**config.mk**
```make
export PLATFORM = sky130hd
export DESIGN_NAME = dpot_i2c_slave
export DESIGN_NICKNAME = d
export VERILOG_FILES = /design/src/dpot_pkg.sv /design/src/dpot_i2c_slave.sv /design/src/dpot_nvstore.sv
export VERILOG_INCLUDE_DIRS = /design/src
export SDC_FILE = /design/constraint.sdc
export NUM_CORES = 1
export LEC_CHECK = 0
export ABC_AREA = 0
export BUFFER_PORTS_ARGS = -buffer_cell sky130_fd_sc_hd__buf_2
export CAP_MARGIN = 20
export CORE_AREA = 2 2 189 191
export CTS_CLUSTER_DIAMETER = 40
export DETAILED_ROUTE_END_ITERATION = 10
export DIE_AREA = 0 0 191 193
export GPL_TIMING_DRIVEN = 0
export PLACE_DENSITY_LB_ADDON = 0.15
export SLEW_MARGIN = 20
export SYNTH_ARGS = -nofsm -noshare
export SYNTH_HDL_FRONTEND = slang
export SYNTH_HIERARCHICAL = 1
export SYNTH_SLANG_ARGS = --single-unit
```
**constraint.sdc**
```tcl
create_clock -name i_mclk -period 3.7 [get_ports i_mclk]
set_input_delay 0.74 -clock i_mclk [delete_from_list [all_inputs] [get_ports i_mclk]]
set_output_delay 0.74 -clock i_mclk [all_outputs]
set_load 0.02 [all_outputs]
```
**src/dpot_map.svh**
```systemverilog
`ifndef DPOT_MAP_SVH
`define DPOT_MAP_SVH

`define DPOT_CLK_MHZ      40
`define DPOT_SAVE_MS      26
`define DPOT_RESTORE_US   300
`define DPOT_SAVE_CYC     (`DPOT_SAVE_MS * 1000 * `DPOT_CLK_MHZ)
`define DPOT_RESTORE_CYC  (`DPOT_RESTORE_US * `DPOT_CLK_MHZ)
`define DPOT_TIMER_W      21

`define DPOT_ADDR_FIXED   5'h0b
`define DPOT_MID          8'h80
`define DPOT_FULL         8'hff
`define DPOT_TOL_DEF      8'h00

`define DPOT_MODE_BIT     7
`define DPOT_EE_BIT       5
`define DPOT_CMD_HI       6
`define DPOT_CMD_LO       3
`define DPOT_CH_FIRST     3'h1
`define DPOT_CH_SECOND    3'h3
`define DPOT_LOC_FIRST    5'h01
`define DPOT_LOC_SECOND   5'h03
`define DPOT_LOC_RO(l)    ((l[4:3] == 2'h3) && l[1])

`define DPOT_C_RESTORE    4'h1
`define DPOT_C_SAVE       4'h2
`define DPOT_C_HALVE_ONE  4'h3
`define DPOT_C_HALVE_ALL  4'h4
`define DPOT_C_DEC_ONE    4'h5
`define DPOT_C_DEC_ALL    4'h6
`define DPOT_C_RESET      4'h7
`define DPOT_C_DBL_ONE    4'h8
`define DPOT_C_DBL_ALL    4'h9
`define DPOT_C_INC_ONE    4'ha
`define DPOT_C_INC_ALL    4'hb
`define DPOT_C_RSV_LO     4'hc

`endif

```
**src/dpot_pkg.sv**
```systemverilog
package dpot_pkg;

    typedef enum {
        ST_IDLE, ST_ADDR, ST_AACK, ST_INSTR, ST_IACK,
        ST_DATA, ST_DACK, ST_RD, ST_MACK, ST_SKIP
    } dpot_state_t;

    typedef struct packed {
        logic       en;
        logic [4:0] addr;
        logic [7:0] data;
    } dpot_nv_wr_t;

endpackage
```
**src/dpot_i2c_slave.sv**
```systemverilog
`include "dpot_map.svh"
// Operation
// - Address is fixed five bits plus two select pins; eighth bit is direction.
// - Matching address gets ACK on ninth clock; others stay idle until the next start or stop.
// - Start is SDA falling while SCL high; device detects it.
// - In writes the byte after the address is the instruction byte.
// - Instruction MSB one selects quick commands, zero selects register access.
// - Register mode: third bit picks store or wiper; low five bits address.
// - Command mode: four bits after MSB are the command; eleven defined.
// - Command mode: low three bits select channel, only 001 and 011 valid.
// - After the instruction ACK one data byte carries the value.
// - Each byte is eight bits MSB first plus one acknowledge bit.
// - SDA changes only while SCL low, except start and stop.
// - Current read sends the pointed wiper, then the next after each ACK.
// - Stop is SDA rising while SCL high; device returns to idle.
// - Wipers reload from the store at power-up and on restore, about 300 us.
// - A save keeps the store busy for about 26 ms.
// - Power-up sets wipers to midscale, then restores; blank store holds midscale.
// - Code 1 restores one channel, 2 saves one, 7 restores all.
// - Codes 5/6 decrement one/all, 10/11 increment one/all by one step.
// - Codes 3/4 halve one/all, 8/9 double one/all by shifting.
// - Nine doublings from zero and eight halvings from full scale reach the ends.
// - While the store is busy the address is not acknowledged.
// - Register mode with store select addresses the store, tolerance bytes included.
module dpot_i2c_slave
    import dpot_pkg::*;
#(
    parameter int unsigned P_SAVE_CYC    = `DPOT_SAVE_CYC,
    parameter int unsigned P_RESTORE_CYC = `DPOT_RESTORE_CYC
) (
    // Clock, reset, enable
    input  logic       i_mclk,
    input  logic       i_rstn,
    input  logic       i_ce,
    // Two-wire bus pins
    input  logic       i_scl,
    input  logic       i_sda,
    output logic       o_sda,
    output logic       o_sda_oe_n,
    // Address straps
    input  logic       i_address_select_pin_high,
    input  logic       i_address_select_pin_low,
    // Wiper settings and status
    output logic [7:0] o_first_wiper_channel,
    output logic [7:0] o_second_wiper_channel,
    output logic       o_busy
);
    logic [2:0]      scl_sq, sda_sq;
    logic [1:0]      ash_q, asl_q;
    logic            scl_rise, scl_fall, start, stop, sda_s;
    logic [6:0]      own_addr;
    dpot_state_t     st_q, st_d;
    logic [3:0]      cnt_q, cnt_d;
    logic [7:0]      sh_q, sh_d, instr_q, instr_d, rd_byte, nv_rd;
    logic [4:0]      ptr_q, ptr_d, ptr_next;
    logic            rw_q, rw_d, ee_q, ee_d, oe_n_q, oe_n_d, mack_q, mack_d;
    logic            go_q, go_d, wwr_q, wwr_d, sda_o_q, busy, busy_q;
    dpot_nv_wr_t     nvwr_q, nvwr_d;
    logic [1:0]      rs_q, rs_d, rdone, ch_mask;
    logic [1:0][7:0] w_q, w_d, nv_wiper;
    logic [3:0]      cmd;
    logic            all_cmd;

    // Pins are asynchronous: two flops, then a third stage only for edge finding
    always_ff @(posedge i_mclk) begin
        if (!i_rstn) begin
            scl_sq  <= 3'h7;
            sda_sq  <= 3'h7;
            ash_q   <= 2'h0;
            asl_q   <= 2'h0;
            sda_o_q <= 1'b0;
            busy_q  <= 1'b1;
        end else if (i_ce) begin
            scl_sq  <= {scl_sq[1:0], i_scl};
            sda_sq  <= {sda_sq[1:0], i_sda};
            ash_q   <= {ash_q[0], i_address_select_pin_high};
            asl_q   <= {asl_q[0], i_address_select_pin_low};
            sda_o_q <= 1'b0;
            busy_q  <= busy;
        end
    end

    assign sda_s    = sda_sq[1];
    assign scl_rise = scl_sq[1] & ~scl_sq[2];
    assign scl_fall = ~scl_sq[1] & scl_sq[2];
    assign start    = scl_sq[1] & scl_sq[2] & ~sda_sq[1] & sda_sq[2];
    assign stop     = scl_sq[1] & scl_sq[2] & sda_sq[1] & ~sda_sq[2];
    assign own_addr = {`DPOT_ADDR_FIXED, ash_q[1], asl_q[1]};

    assign cmd     = instr_q[`DPOT_CMD_HI:`DPOT_CMD_LO];
    assign all_cmd = cmd == `DPOT_C_HALVE_ALL || cmd == `DPOT_C_DEC_ALL ||
                     cmd == `DPOT_C_DBL_ALL || cmd == `DPOT_C_INC_ALL;
    assign ch_mask = (instr_q[2:0] == `DPOT_CH_FIRST)  ? 2'h1 :
                     (instr_q[2:0] == `DPOT_CH_SECOND) ? 2'h2 : 2'h0;

    // Read source: wiper pair, or the store when store select was given
    always_comb begin
        if (ee_q) begin
            rd_byte = nv_rd;
        end else if (ptr_q == `DPOT_LOC_FIRST) begin
            rd_byte = w_q[0];
        end else if (ptr_q == `DPOT_LOC_SECOND) begin
            rd_byte = w_q[1];
        end else begin
            rd_byte = 8'h00;
        end
    end
    assign ptr_next = ee_q ? ptr_q + 5'h01 : ptr_q ^ 5'h02;

    always_comb begin
        st_d    = st_q;
        cnt_d   = cnt_q;
        sh_d    = sh_q;
        rw_d    = rw_q;
        instr_d = instr_q;
        ptr_d   = ptr_q;
        ee_d    = ee_q;
        oe_n_d  = oe_n_q;
        mack_d  = mack_q;
        go_d    = 1'b0;
        wwr_d   = 1'b0;
        nvwr_d  = '0;
        rs_d    = 2'h0;
        if (stop) begin
            st_d   = ST_IDLE;
            oe_n_d = 1'b1;
        end else if (start) begin
            st_d   = ST_ADDR;
            cnt_d  = 4'h0;
            oe_n_d = 1'b1;
        end else if (scl_rise) begin
            unique case (st_q)
                ST_ADDR, ST_INSTR, ST_DATA: begin
                    sh_d  = {sh_q[6:0], sda_s};
                    cnt_d = cnt_q + 4'h1;
                end
                ST_RD:   cnt_d = cnt_q + 4'h1;
                ST_MACK: mack_d = ~sda_s;
                default: ;
            endcase
        end else if (scl_fall) begin
            // Every SDA move but the release on start or stop happens here, just after SCL has gone low
            unique case (st_q)
                ST_ADDR: if (cnt_q == 4'h8) begin
                    if (sh_q[7:1] == own_addr && !busy) begin
                        st_d   = ST_AACK;
                        oe_n_d = 1'b0;
                        rw_d   = sh_q[0];
                    end else begin
                        st_d = ST_SKIP;
                    end
                end
                ST_AACK: begin
                    cnt_d  = 4'h0;
                    oe_n_d = 1'b1;
                    st_d   = ST_INSTR;
                    if (rw_q) begin
                        st_d   = ST_RD;
                        oe_n_d = rd_byte[7];
                        sh_d   = {rd_byte[6:0], 1'b0};
                        ptr_d  = ptr_next;
                    end
                end
                ST_INSTR: if (cnt_q == 4'h8) begin
                    st_d    = ST_IACK;
                    oe_n_d  = 1'b0;
                    instr_d = sh_q;
                end
                ST_IACK: begin
                    cnt_d  = 4'h0;
                    oe_n_d = 1'b1;
                    st_d   = ST_DATA;
                    if (instr_q[`DPOT_MODE_BIT]) begin
                        go_d = 1'b1;
                        if (cmd == `DPOT_C_RESTORE) begin
                            rs_d = ch_mask;
                        end else if (cmd == `DPOT_C_RESET) begin
                            rs_d = 2'h3;
                        end else if (cmd == `DPOT_C_SAVE && ch_mask != 2'h0) begin
                            nvwr_d = '{en: 1'b1, addr: {2'h0, instr_q[2:0]},
                                       data: ch_mask[1] ? w_q[1] : w_q[0]};
                        end
                    end else begin
                        ptr_d = instr_q[4:0];
                        ee_d  = instr_q[`DPOT_EE_BIT];
                    end
                end
                ST_DATA: if (cnt_q == 4'h8) begin
                    st_d   = ST_DACK;
                    oe_n_d = 1'b0;
                    // Quick commands may carry a third byte; it is taken and dropped
                    if (!instr_q[`DPOT_MODE_BIT]) begin
                        if (instr_q[`DPOT_EE_BIT]) begin
                            nvwr_d = '{en: 1'b1, addr: instr_q[4:0], data: sh_q};
                        end else begin
                            wwr_d = 1'b1;
                        end
                    end
                end
                ST_DACK: begin
                    oe_n_d = 1'b1;
                    st_d   = ST_SKIP;
                end
                ST_RD: begin
                    if (cnt_q == 4'h8) begin
                        oe_n_d = 1'b1;
                        st_d   = ST_MACK;
                    end else begin
                        oe_n_d = sh_q[7];
                        sh_d   = {sh_q[6:0], 1'b0};
                    end
                end
                ST_MACK: begin
                    cnt_d = 4'h0;
                    st_d  = ST_SKIP;
                    if (mack_q) begin
                        st_d   = ST_RD;
                        oe_n_d = rd_byte[7];
                        sh_d   = {rd_byte[6:0], 1'b0};
                        ptr_d  = ptr_next;
                    end
                end
                default: ;
            endcase
        end
    end

    always_ff @(posedge i_mclk) begin
        if (!i_rstn) begin
            st_q    <= ST_IDLE;
            cnt_q   <= 4'h0;
            sh_q    <= 8'h00;
            rw_q    <= 1'b0;
            instr_q <= 8'h00;
            ptr_q   <= `DPOT_LOC_FIRST;
            ee_q    <= 1'b0;
            oe_n_q  <= 1'b1;
            mack_q  <= 1'b0;
            go_q    <= 1'b0;
            wwr_q   <= 1'b0;
            nvwr_q  <= '0;
            rs_q    <= 2'h0;
        end else if (i_ce) begin
            st_q    <= st_d;
            cnt_q   <= cnt_d;
            sh_q    <= sh_d;
            rw_q    <= rw_d;
            instr_q <= instr_d;
            ptr_q   <= ptr_d;
            ee_q    <= ee_d;
            oe_n_q  <= oe_n_d;
            mack_q  <= mack_d;
            go_q    <= go_d;
            wwr_q   <= wwr_d;
            nvwr_q  <= nvwr_d;
            rs_q    <= rs_d;
        end
    end

    dpot_nvstore #(
        .P_SAVE_CYC    (P_SAVE_CYC),
        .P_RESTORE_CYC (P_RESTORE_CYC)
    ) u_store (
        .i_mclk         (i_mclk),
        .i_rstn         (i_rstn),
        .i_ce           (i_ce),
        .i_wr           (nvwr_q),
        .i_restore      (rs_q),
        .i_rd_loc       (ptr_q),
        .o_rd_data      (nv_rd),
        .o_nv_wiper     (nv_wiper),
        .o_busy         (busy),
        .o_restore_done (rdone)
    );

    // Saturating arithmetic keeps the wiper inside the ladder
    for (genvar g = 0; g < 2; g++) begin : g_wiper
        localparam logic [4:0] LOC = (g == 0) ? `DPOT_LOC_FIRST : `DPOT_LOC_SECOND;
        always_comb begin
            w_d[g] = w_q[g];
            if (rdone[g]) begin
                w_d[g] = nv_wiper[g];
            end else if (wwr_q && instr_q[4:0] == LOC) begin
                w_d[g] = sh_q;
            // A bad channel code voids even the all-channel commands
            end else if (go_q && (all_cmd ? ch_mask != 2'h0 : ch_mask[g])) begin
                case (cmd)
                    `DPOT_C_HALVE_ONE, `DPOT_C_HALVE_ALL: w_d[g] = w_q[g] >> 1;
                    `DPOT_C_DEC_ONE, `DPOT_C_DEC_ALL:
                        w_d[g] = (w_q[g] == 8'h00) ? 8'h00 : w_q[g] - 8'h01;
                    `DPOT_C_DBL_ONE, `DPOT_C_DBL_ALL:
                        w_d[g] = (w_q[g] == 8'h00) ? 8'h01 :
                                 (w_q[g][7] ? `DPOT_FULL : {w_q[g][6:0], 1'b0});
                    `DPOT_C_INC_ONE, `DPOT_C_INC_ALL:
                        w_d[g] = (w_q[g] == `DPOT_FULL) ? `DPOT_FULL : w_q[g] + 8'h01;
                    default: ;
                endcase
            end
        end
        always_ff @(posedge i_mclk) begin
            if (!i_rstn) begin
                w_q[g] <= `DPOT_MID;
            end else if (i_ce) begin
                w_q[g] <= w_d[g];
            end
        end
    end

    assign o_sda                  = sda_o_q;
    assign o_sda_oe_n             = oe_n_q;
    assign o_first_wiper_channel  = w_q[0];
    assign o_second_wiper_channel = w_q[1];
    assign o_busy                 = busy_q;
endmodule

```
**src/dpot_nvstore.sv**
```systemverilog
`include "dpot_map.svh"
module dpot_nvstore
    import dpot_pkg::*;
#(
    parameter int unsigned P_SAVE_CYC    = `DPOT_SAVE_CYC,
    parameter int unsigned P_RESTORE_CYC = `DPOT_RESTORE_CYC
) (
    // Clock, reset, enable
    input  logic            i_mclk,
    input  logic            i_rstn,
    input  logic            i_ce,
    // Requests
    input  dpot_nv_wr_t     i_wr,
    input  logic [1:0]      i_restore,
    input  logic [4:0]      i_rd_loc,
    // Results
    output logic [7:0]      o_rd_data,
    output logic [1:0][7:0] o_nv_wiper,
    output logic            o_busy,
    output logic [1:0]      o_restore_done
);
    localparam int TW = `DPOT_TIMER_W;
    localparam logic [TW-1:0] SAVE_N    = TW'(P_SAVE_CYC);
    localparam logic [TW-1:0] RESTORE_N = TW'(P_RESTORE_CYC);

    logic [7:0]    mem_q [32];
    logic [7:0]    mem_d [32];
    logic [TW-1:0] tmr_q, tmr_d;
    logic [1:0]    mask_q, mask_d;
    logic          busy_q, busy_d;
    logic [1:0]    done_q, done_d;
    logic          wr_ok;

    // Factory tolerance bytes never take a write
    assign wr_ok = i_wr.en && !busy_q && !`DPOT_LOC_RO(i_wr.addr);

    for (genvar g = 0; g < 32; g++) begin : g_mem
        localparam logic [4:0] LOC  = 5'(g);
        localparam logic [7:0] INIT = (LOC == `DPOT_LOC_FIRST || LOC == `DPOT_LOC_SECOND) ? `DPOT_MID :
                                      (`DPOT_LOC_RO(LOC) ? `DPOT_TOL_DEF : 8'h00);
        always_comb begin
            mem_d[g] = mem_q[g];
            if (wr_ok && i_wr.addr == LOC) begin
                mem_d[g] = i_wr.data;
            end
        end
        always_ff @(posedge i_mclk) begin
            if (!i_rstn) begin
                mem_q[g] <= INIT;
            end else if (i_ce) begin
                mem_q[g] <= mem_d[g];
            end
        end
    end

    // One timer serves save and restore; reset itself starts the power-up restore
    always_comb begin
        tmr_d  = tmr_q;
        mask_d = mask_q;
        busy_d = busy_q;
        done_d = 2'h0;
        if (busy_q) begin
            if (tmr_q <= TW'(1)) begin
                busy_d = 1'b0;
                done_d = mask_q;
                mask_d = 2'h0;
            end else begin
                tmr_d = tmr_q - TW'(1);
            end
        end else if (wr_ok) begin
            tmr_d  = SAVE_N;
            busy_d = 1'b1;
        end else if (i_restore != 2'h0) begin
            tmr_d  = RESTORE_N;
            mask_d = i_restore;
            busy_d = 1'b1;
        end
    end

    always_ff @(posedge i_mclk) begin
        if (!i_rstn) begin
            tmr_q  <= RESTORE_N;
            mask_q <= 2'h3;
            busy_q <= 1'b1;
            done_q <= 2'h0;
        end else if (i_ce) begin
            tmr_q  <= tmr_d;
            mask_q <= mask_d;
            busy_q <= busy_d;
            done_q <= done_d;
        end
    end

    assign o_rd_data      = mem_q[i_rd_loc];
    assign o_nv_wiper[0]  = mem_q[`DPOT_LOC_FIRST];
    assign o_nv_wiper[1]  = mem_q[`DPOT_LOC_SECOND];
    assign o_busy         = busy_q;
    assign o_restore_done = done_q;

endmodule

```
## Yosys cells after proc, flatten, opt, wreduce, memory -nomap -nowiden

Memories as Yosys holds them, arrays and structs flattened. A register that Yosys moved wholly into a read port is not among the register bits.
Cells that the tools add are included.

| storage, ports and cells | value |
|---|---|
| bits in registers | 132 |
| memory bits (writable) | 256 |
| output and inout bits | 19 |
| word-level logic and storage cells | 496 |
| memories kept | 1 |

Memories:

| name | depth | bits a word | read ports | clocked after memory_dff | wr ports | line | text |
|---|---|---|---|---|---|---|---|
| u_store.mem_q | 32 | 8 | 3 | 1 | 32 | dpot_nvstore.sv:26 | `logic [7:0] mem_q [32];` |

| operators by class | value |
|---|---|
| add/sub/neg operators | 7 |
| magnitude comparators | 1 |
| eq/ne operators | 112 |
| multiplexer cells | 182 |
| bitwise gates (word level) | 48 |
| reduce and logical (&&, ||, !) cells | 119 |

Operators with widths:

| operator | count |
|---|---|
| two-way mux 8 bit | 88 |
| two-way mux 32 bit | 8 |
| case mux 32 bit (8 select lines) | 1 |
| two-way mux 14 bit | 11 |
| equality test 32 x 3 -> 1 bit, second input constant | 4 |
| two-way mux 21 bit | 4 |
| equality test 5 bit, second input constant | 16 |
| equality test 32 x 2 -> 1 bit, second input constant | 2 |
| case mux 8 bit (4 select lines) | 2 |
| AND reduction 2 bit | 32 |
| logical AND 1 bit | 41 |
| equality test 5 x 4 -> 1 bit, second input constant | 8 |
| two-way mux 1 bit | 34 |
| equality test 32 x 1 -> 1 bit, second input constant | 1 |
| equality test 32 x 4 -> 1 bit, second input constant | 1 |
| two-way mux 2 bit | 16 |
| != test 1 bit, second input constant | 32 |
| bitwise OR 1 bit | 32 |
| two-way mux 5 bit | 6 |
| two-way mux 4 bit | 7 |
| case mux 14 bit (2 select lines) | 1 |
| != test 4 bit, second input constant | 6 |
| case mux 8 bit (3 select lines) | 1 |
| AND reduction 8 bit | 3 |
| other kinds (47) | 112 |

## Logic depth before layout (Yosys ltp)

Gate-level depths: netlist (run 1).

| depth | value |
|---|---|
| depth after elaboration | 14 |
| depth in mapped cells | 10 |

## Hierarchy

The synthesis (run 1) kept the hierarchy.

Modules (own cells, without submodules):

| module | times used | cells an instance | area each (um^2) |
|---|---|---|---|
| dpot_nvstore | 1 | 890 | 13085.0 |
| dpot_i2c_slave | 1 | 758 | 5771.8 |

## Worst setup path after synthesis (run 1)

No wires, ideal clock.

| timing | value |
|---|---|
| kind | input to register |
| start point | in i_rstn |
| end point | mem u_store.mem_q[10][0], enable pin |
| library setup time | 0.384 ns |
| arrival | 2.345 ns |
| slack | 0.971 ns |
| stages | 6 |
| path buffers | 2 |
| cells stage by stage | and2_1 -> buf_2 -> nand4_1 -> or3_1 -> clkbuf_1 -> o21ai_0 |

RTL lines:

| item | line | text |
|---|---|---|
| start, declared | dpot_i2c_slave.sv:33 | `input logic i_rstn,` |
| end, declared | dpot_nvstore.sv:26 |  |

## Final worst setup path (run 1)

| timing | value |
|---|---|
| start point | reg ptr_q[1] |
| end point | reg oe_n_q, in the netlist o_sda_oe_n |

| between the ends | value |
|---|---|
| cells in the longest elaborated chain, start to end | 10 |
| elaborated cells between the ends (all ways) | 12 |
| those cells by class | eq/ne: 2; mux: 10 |

Ends and longest elaborated chain:

| item | line | text |
|---|---|---|
| start, declared | dpot_i2c_slave.sv:55 | `logic [4:0] ptr_q, ptr_d, ptr_next;` |
| start signal, assigned | dpot_i2c_slave.sv:235 | `` ptr_q <= `DPOT_LOC_FIRST; `` |
| start signal, assigned | dpot_i2c_slave.sv:249 | `ptr_q <= ptr_d;` |
| equality test 5 x 2 -> 1 bit (no source line) | -- |  |
| two-way mux 8 bit | dpot_i2c_slave.sv:102 | `` end else if (ptr_q == `DPOT_LOC_SECOND) begin `` |
| two-way mux 8 bit * | dpot_i2c_slave.sv:100 | `` end else if (ptr_q == `DPOT_LOC_FIRST) begin `` |
| two-way mux 8 bit * | dpot_i2c_slave.sv:98 | `if (ee_q) begin` |
| two-way mux 1 bit, on equally long branches | dpot_i2c_slave.sv:216, dpot_i2c_slave.sv:157 |  |
| case mux 1 bit (6 select lines) * | dpot_i2c_slave.sv:143 | `unique case (st_q)` |
| two-way mux 1 bit * | dpot_i2c_slave.sv:141 | `end else if (scl_fall) begin` |
| two-way mux 1 bit * | dpot_i2c_slave.sv:131 | `end else if (scl_rise) begin` |
| two-way mux 1 bit * | dpot_i2c_slave.sv:127 | `end else if (start) begin` |
| two-way mux 1 bit * | dpot_i2c_slave.sv:124 | `if (stop) begin` |
| end signal, assigned | dpot_i2c_slave.sv:251 | `oe_n_q <= oe_n_d;` |
| end, declared | dpot_i2c_slave.sv:56 | `logic rw_q, rw_d, ee_q, ee_d, oe_n_q, oe_n_d, mack_q, mack_d;` |

Every way passes the cells marked *; elsewhere a longest branch is shown, timed or not. The select of a mux whose other input is x is not followed.
A chain may end at the register's enable or synchronous reset.

==> results.sh, run 1 <==
export IMPL_status="completed"
export IMPL_top_level_ports=26
export IMPL_mostFrequentLayoutCells="edfxtp_1 (256), and2_1 (215), nor2_1 (121)"
export IMPL_wl_um=53600
export IMPL_cp_arrival_ns=4.01
export IMPL_cts_tree="done"
export IMPL_yosysUniqueCellTypes=106
export IMPL_dr_pass1_iters=5
export IMPL_fin_ws_ns=0.1913
export IMPL_clkTransAtPathRegs_ns=0.05
export IMPL_initialDrtViolationCount=1526
export IMPL_p_per_area_mw_per_mm2=453.9
export IMPL_num_vias=14181
export IMPL_cp_end_kind="register"
export IMPL_cp_start_kind="register"
export IMPL_die_area_mm2=0.03686
export IMPL_min_period_over_period_pct=94.83
export IMPL_antenna_found_initial=1
export IMPL_port_buffers=24
export IMPL_synthArstFlopShare_pct=0
export IMPL_nets=1776
export IMPL_start_util_pct=53.93
export IMPL_worstPathRequired_ns=4.20
export IMPL_vias_per_cell=6.286
export IMPL_slew_headroom_pct=25.69
export IMPL_track_usage_pct=29.48
export IMPL_setup_viol=0
export IMPL_vdd_drop_max_v=0.0003664
export IMPL_stdcell_area_mm2=0.02135
export IMPL_yosysWarnings=6
export IMPL_clock_skew_ns=0.02653
export IMPL_detail_route_antenna_nets=0
export IMPL_hold_path_class="in -> reg"
export IMPL_intPower_uw=7506
export IMPL_leakage_uw=0.007530
export IMPL_grt_pass1_wl_um=81030
export IMPL_h_tree_depth=2
export IMPL_p_switching_uw=2187
export IMPL_fin_setup_tns_ns=0
export IMPL_drive_above_1_share_pct=15.05
export IMPL_numClockSinks=360
export IMPL_n_fill_cell=2862
export IMPL_final_common_cell="edfxtp_1"
export IMPL_clk_path_buf_depth=3
export IMPL_synth_edff_count=256
export IMPL_synth_area_top_cells="edfxtp_1 (41%), dfxtp_1 (11%), mux4_2 (7.6%)"
export IMPL_path_class="reg -> reg"
export IMPL_fin_cells=2256
export IMPL_power_frac_seq_pct=47.2
export IMPL_wl_per_cell_um=23.76
export IMPL_fp_dieH_um=193
export IMPL_cts_root_buf="clkbuf_16"
export IMPL_comb_power_share_pct=4.8
export IMPL_pre_cts_slack_ns=0.08530
export IMPL_globalRoute_totalOverflow=0
export IMPL_synth_cells=1648
export IMPL_dp_cells=2165
export IMPL_rsz0062_at_grt="no"
export IMPL_syn2layout_area_growth_pct=13.24
export IMPL_synth_largest_area_cell="edfxtp_1"
export IMPL_fmax_mhz=285.0
export IMPL_worst_pin_slew_ns=1.106
export IMPL_dpl_instance_area_mm2=0.01970
export IMPL_min_period_ns=3.509
export IMPL_maxSlewViolCount=0
export IMPL_synth_yosys_seq_area_share_pct=51.81
export IMPL_grt_pass1_vias=13584
export IMPL_rows=69
export IMPL_core_area_mm2=0.03496
export IMPL_place_congestion=0.9716
export IMPL_synth_top_area_share_pct=40.77
export IMPL_drv_cap=0
export IMPL_synth_seq_cells=360
export IMPL_postSynthAreaPerCell_um2=11.44
export IMPL_grt_max_degree=14
export IMPL_swShare_pct=22.56
export IMPL_hpwl_um=37390
export IMPL_synth_ff_type="edfxtp_1"
export IMPL_clock_power_share_pct=48.0
export IMPL_clock_latency_ns=0.58
export IMPL_syn_area_mm2=0.01886
export IMPL_drc=0
export IMPL_fin_util_pct=61.07
export IMPL_hold_viol=0
export IMPL_path_max_fanout=10
export IMPL_numCtsBuffers=50
export IMPL_die_w_um=191
-- worst max-delay path, cell delays in order (launching register included) --
cell and delay [ns]:
dfxtp_1 0.40, buf_2 0.36, clkbuf_1 0.67, mux4_2 0.34, mux2i_1 0.10, a22o_1 0.26
a221oi_1 0.42, a21boi_0 0.27, a221oi_1 0.37, nor3_1 0.08, mux2i_1 0.15
-- final cells by class --
type                            instances  area, µm²  area share, %
Antenna cell                            1      2.502        0.01172
Buffer                                123      570.5          2.672
Clock buffer                           63       1373          6.428
Clock inverter                         27      252.7          1.184
Inverter                               31      116.4         0.5449
Multi-Input combinational cell       1165       8566          40.11
Sequential cell                       360       9769          45.75
Tap cell                              461      576.8          2.701
Timing Repair Buffer                   25      127.6         0.5976
-- metal layers --
layer | GRT usage [%] | wire, µm
met4 | 13.36 | 2240
met2 | 48.19 | 25540
met1 | 38.02 | 21390
met3 | 6.226 | 4437
met5 | 0 | 0
-- path summary, 6_finish.rpt --
kind,startpoint,end,slack (ns),depth (start not counted)
setup / recovery,ptr_q[1],o_sda_oe_n,0.19,10
setup reg to reg,ptr_q[1],o_sda_oe_n,0.19,10
hold reg to reg,sda_sq[0],sda_sq[0],0.47,2
hold / removal,i_scl,scl_sq[0],0.39,3
-- power by group through the flow --
stage	sequential, µW	clock (µW)	combinational [µW]
final	4580	4650	464
after global routing	4590	4890	498
after CTS	4580	4720	459
after detailed placement	4660	0	457
after global placement	4650	0	450
after floorplan	4620	0	328
-- sequential cells by signal, summed over array words and instances, names as in the netlist, 2 cells and up --
register	count
u_store/mem_q	256
o_first_wiper_channel	8
cnt_q	4
instr_q	8
o_second_wiper_channel	8
sh_q	8
scl_sq	3
rs_q	2
asl_q	2
st_q	4
ash_q	2
ptr_q	5
u_store/o_restore_done	2
nvwr_q	14
u_store/mask_q	2
sda_sq	3
u_store/tmr_q	21
-- metrics by stage --
step	power, µW	hold slack (ns)
global route	9984	0.3775
floorplan	4947	0.4420
detailed placement	5115	0.4637
global placement	5099	0.4574
CTS	9754	0.3667
finish	9693	0.3880
-- Yosys cell counts (all sizes together), types with 9 or more instances --
library cell and instances:
xnor2 10, o2bb2ai 9, a21oi 59, nand3 37
o21ai 84, or3 16, inv 30, edfxtp 256
nand2b 27, ha 13, a221oi 20, and3 21
nor4 13, a22o 9, nand4 14, or4 12
o31ai 11, a31oi 10, mux4 64, nor3 35
and2 216, nand2 73, nor2b 15, buf 50
xor2 11, mux2i 67, a22oi 17, dfxtp 104
clkbuf 73, nor2 123, o211ai 23
-- cell families (layout without fill, tap and decap cells) --
| group | after synthesis | after routing | synth area share [%] |
|---|---|---|---|
| AND/OR/NAND/NOR | 643 | 643 | 19.42 |
| AO/OA/AOI/OAI | 323 | 323 | 11.96 |
| multiplexers | 132 | 132 | 11.26 |
| other | 2 | 34 | 0.03983 |
| flip-flops | 360 | 360 | 51.81 |
| buffers and inverters | 154 | 269 | 3.636 |
| XOR/XNOR | 21 | 21 | 1.015 |
| adder cells (fa/ha/maj) | 13 | 13 | 0.8626 |
-- what timing repair did --
item / 4_1_cts / 5_1_grt
resized for setup: 0 / 2
setup buffers: 0 / 0
hold buffers: 0 / 0
endpoints found under the setup margin: 0 / 2
(Power assumes the default switching activity.)
==> inputs of run 2 (changes only) <==
--- a/config.mk
+++ b/config.mk
@@ -9,12 +9,12 @@
 export ABC_AREA = 0
 export BUFFER_PORTS_ARGS = -buffer_cell sky130_fd_sc_hd__buf_2
 export CAP_MARGIN = 20
-export CORE_AREA = 2 2 189 191
+export CORE_AREA = 2 2 175 177
 export CTS_CLUSTER_DIAMETER = 40
 export DETAILED_ROUTE_END_ITERATION = 10
-export DIE_AREA = 0 0 191 193
+export DIE_AREA = 0 0 177 179
 export GPL_TIMING_DRIVEN = 0
-export PLACE_DENSITY_LB_ADDON = 0.15
+export PLACE_DENSITY = 0.81
 export SLEW_MARGIN = 20
 export SYNTH_ARGS = -nofsm -noshare
 export SYNTH_HDL_FRONTEND = slang
==> results.sh, run 2 (same netlist as run 1, synthesis figures left out) <==
export IMPL_clock_latency_ns=0.56
export IMPL_largest_reg_flops=256
export IMPL_fin_util_pct=70.70
export IMPL_globalRoute_totalOverflow=0
export IMPL_grt_pass1_vias=13917
export IMPL_postCtsHoldBufs=0
export IMPL_power_total_uw=9670
export IMPL_drive_above_1_share_pct=14.73
export IMPL_place_congestion=0.9414
export IMPL_vdd_drop_max_v=0.0004133
export IMPL_multiInputGateArea_mm2=0.008554
export IMPL_worst_pin_slew_ns=1.036
export IMPL_wl_per_cell_um=24.64
export IMPL_hold_viol=0
export IMPL_top_register="u_store/mem_q"
export IMPL_detail_route_antenna_nets=0
export IMPL_cp_arrival_ns=3.94
export IMPL_setup_viol=0
export IMPL_grt_pass1_wl_um=81240
export IMPL_core_area_mm2=0.03003
export IMPL_cpMaxStageDelayCell="mux4_2"
export IMPL_rsz0062_at_grt="no"
export IMPL_rows=64
export IMPL_drc=0
export IMPL_cts_tree="done"
export IMPL_h_tree_depth=2
export IMPL_cp_start_kind="register"
export IMPL_clk_path_buf_depth=3
export IMPL_wl_um=53780
export IMPL_slew_headroom_pct=29.98
export IMPL_track_usage_pct=34.10
export IMPL_numCtsBuffers=46
export IMPL_start_util_pct=62.80
export IMPL_dr_pass1_iters=6
export IMPL_path_class="reg -> reg"
export IMPL_die_w_um=177
export IMPL_min_period_ns=3.496
export IMPL_n_fill_cell=2059
export IMPL_drv_cap=0
export IMPL_hpwl_um=36310
export IMPL_p_per_area_mw_per_mm2=455.5
export IMPL_path_max_fanout=10
export IMPL_vias_per_cell=6.688
export IMPL_top_level_ports=26
export IMPL_clock_skew_ns=0.02704
export IMPL_status="completed"
export IMPL_cp_end_kind="register"
export IMPL_mostFrequentLayoutCells="edfxtp_1 (256), and2_1 (215), nor2_1 (121)"
export IMPL_fmax_mhz=286.0
export IMPL_leakage_uw=0.007504
export IMPL_cts_root_buf="clkbuf_16"
export IMPL_num_vias=14599
export IMPL_worstPathRequired_ns=4.14
export IMPL_initialDrtViolationCount=1932
export IMPL_numClockSinks=360
export IMPL_crit_chain="buf_4 > buf_2 > clkbuf_4 > mux4_2 > mux2i_1 > a221oi_1 > a21boi_0 > a221oi_1 > nor3_1 > mux2i_1"
export IMPL_regArea_mm2=0.009769
export IMPL_top_regs="u_store/mem_q: 256 flops, u_store/tmr_q: 21 flops, nvwr_q: 14 flops"
export IMPL_hold_path_class="in -> reg"
export IMPL_cts_setup_buffers=0
export IMPL_die_area_mm2=0.03168
export IMPL_grt_max_degree=14
export IMPL_antenna_found_initial=0
export IMPL_min_period_over_period_pct=94.49
export IMPL_nets=1771
export IMPL_syn2layout_area_growth_pct=12.59
export IMPL_port_buffers=24
export IMPL_critical_path_max_stage_delay_ns=0.58
export IMPL_maxSlewViolCount=0
export IMPL_final_common_cell="edfxtp_1"
export IMPL_clkTransAtPathRegs_ns=0.06
export IMPL_fp_dieH_um=179
[run 2: area by class of cell]
cell class | count | share of cell area [%]
plain buffers | 122 | 2.687
inverters | 31 | 0.5481
well taps | 396 | 2.334
clock inverters | 27 | 1.680
diodes | 2 | 0.02357
repair buffers | 25 | 0.5893
multi-input cells | 1165 | 40.29
flip-flops and latches | 360 | 46.02
clock buffers | 55 | 5.829
[run 2: through the flow]
stage	cells	TNS [ns]	hold slack [ns]	area, µm²	setup WS (ns)
floorplan	1679	0	0.4420	18970	0.9714
global placement	2099	-0.5537	0.4526	19590	-0.06632
detailed placement	2100	0	0.4573	19610	0.1154
CTS	2182	0	0.3950	21210	0.03852
global route	2181	0	0.4043	21230	0.06850
finish	2183	0	0.4073	21230	0.2040
[run 2: layer usage]
metal  track usage [%]  routed length, µm  up-vias
li1                  -                  -     6366
met1             43.30              19690     7053
met2             56.84              26080      988
met3             7.379               5652      192
met4             14.46               2365        0
met5                 0                  0        -
[run 2: timing repair]
item | in CTS | in global routing
endpoints found under the setup margin | 0 | 5
gates resized for setup | 0 | 2
endpoints found under the hold margin | 0 | 0
[run 2: worst paths after layout]
kind,cells after the start,slack [ns],end,from
worst max-delay path,10,0.20,o_sda_oe_n,ptr_q[0]
worst min-delay path,3,0.41,scl_sq[0],i_scl
worst max register to register,10,0.20,o_sda_oe_n,ptr_q[0]
worst min register to register,2,0.48,o_busy,o_busy
[run 2: critical path: cells and delay by family, from the launching register on]
| family | cells | cell delay (ns) |
|---|---|---|
| AO/OA/AOI/OAI | 3 | 0.70 |
| flip-flops | 1 | 0.46 |
| multiplexers | 3 | 0.97 |
| AND/OR/NAND/NOR | 1 | 0.17 |
| buffers and inverters | 3 | 1.05 |
[run 2: report_power, final]
part,internal [µW],total [µW],switching (µW)
Combinational,173,468,295
Clock,2840,4620,1780
Sequential,4490,4580,91.8
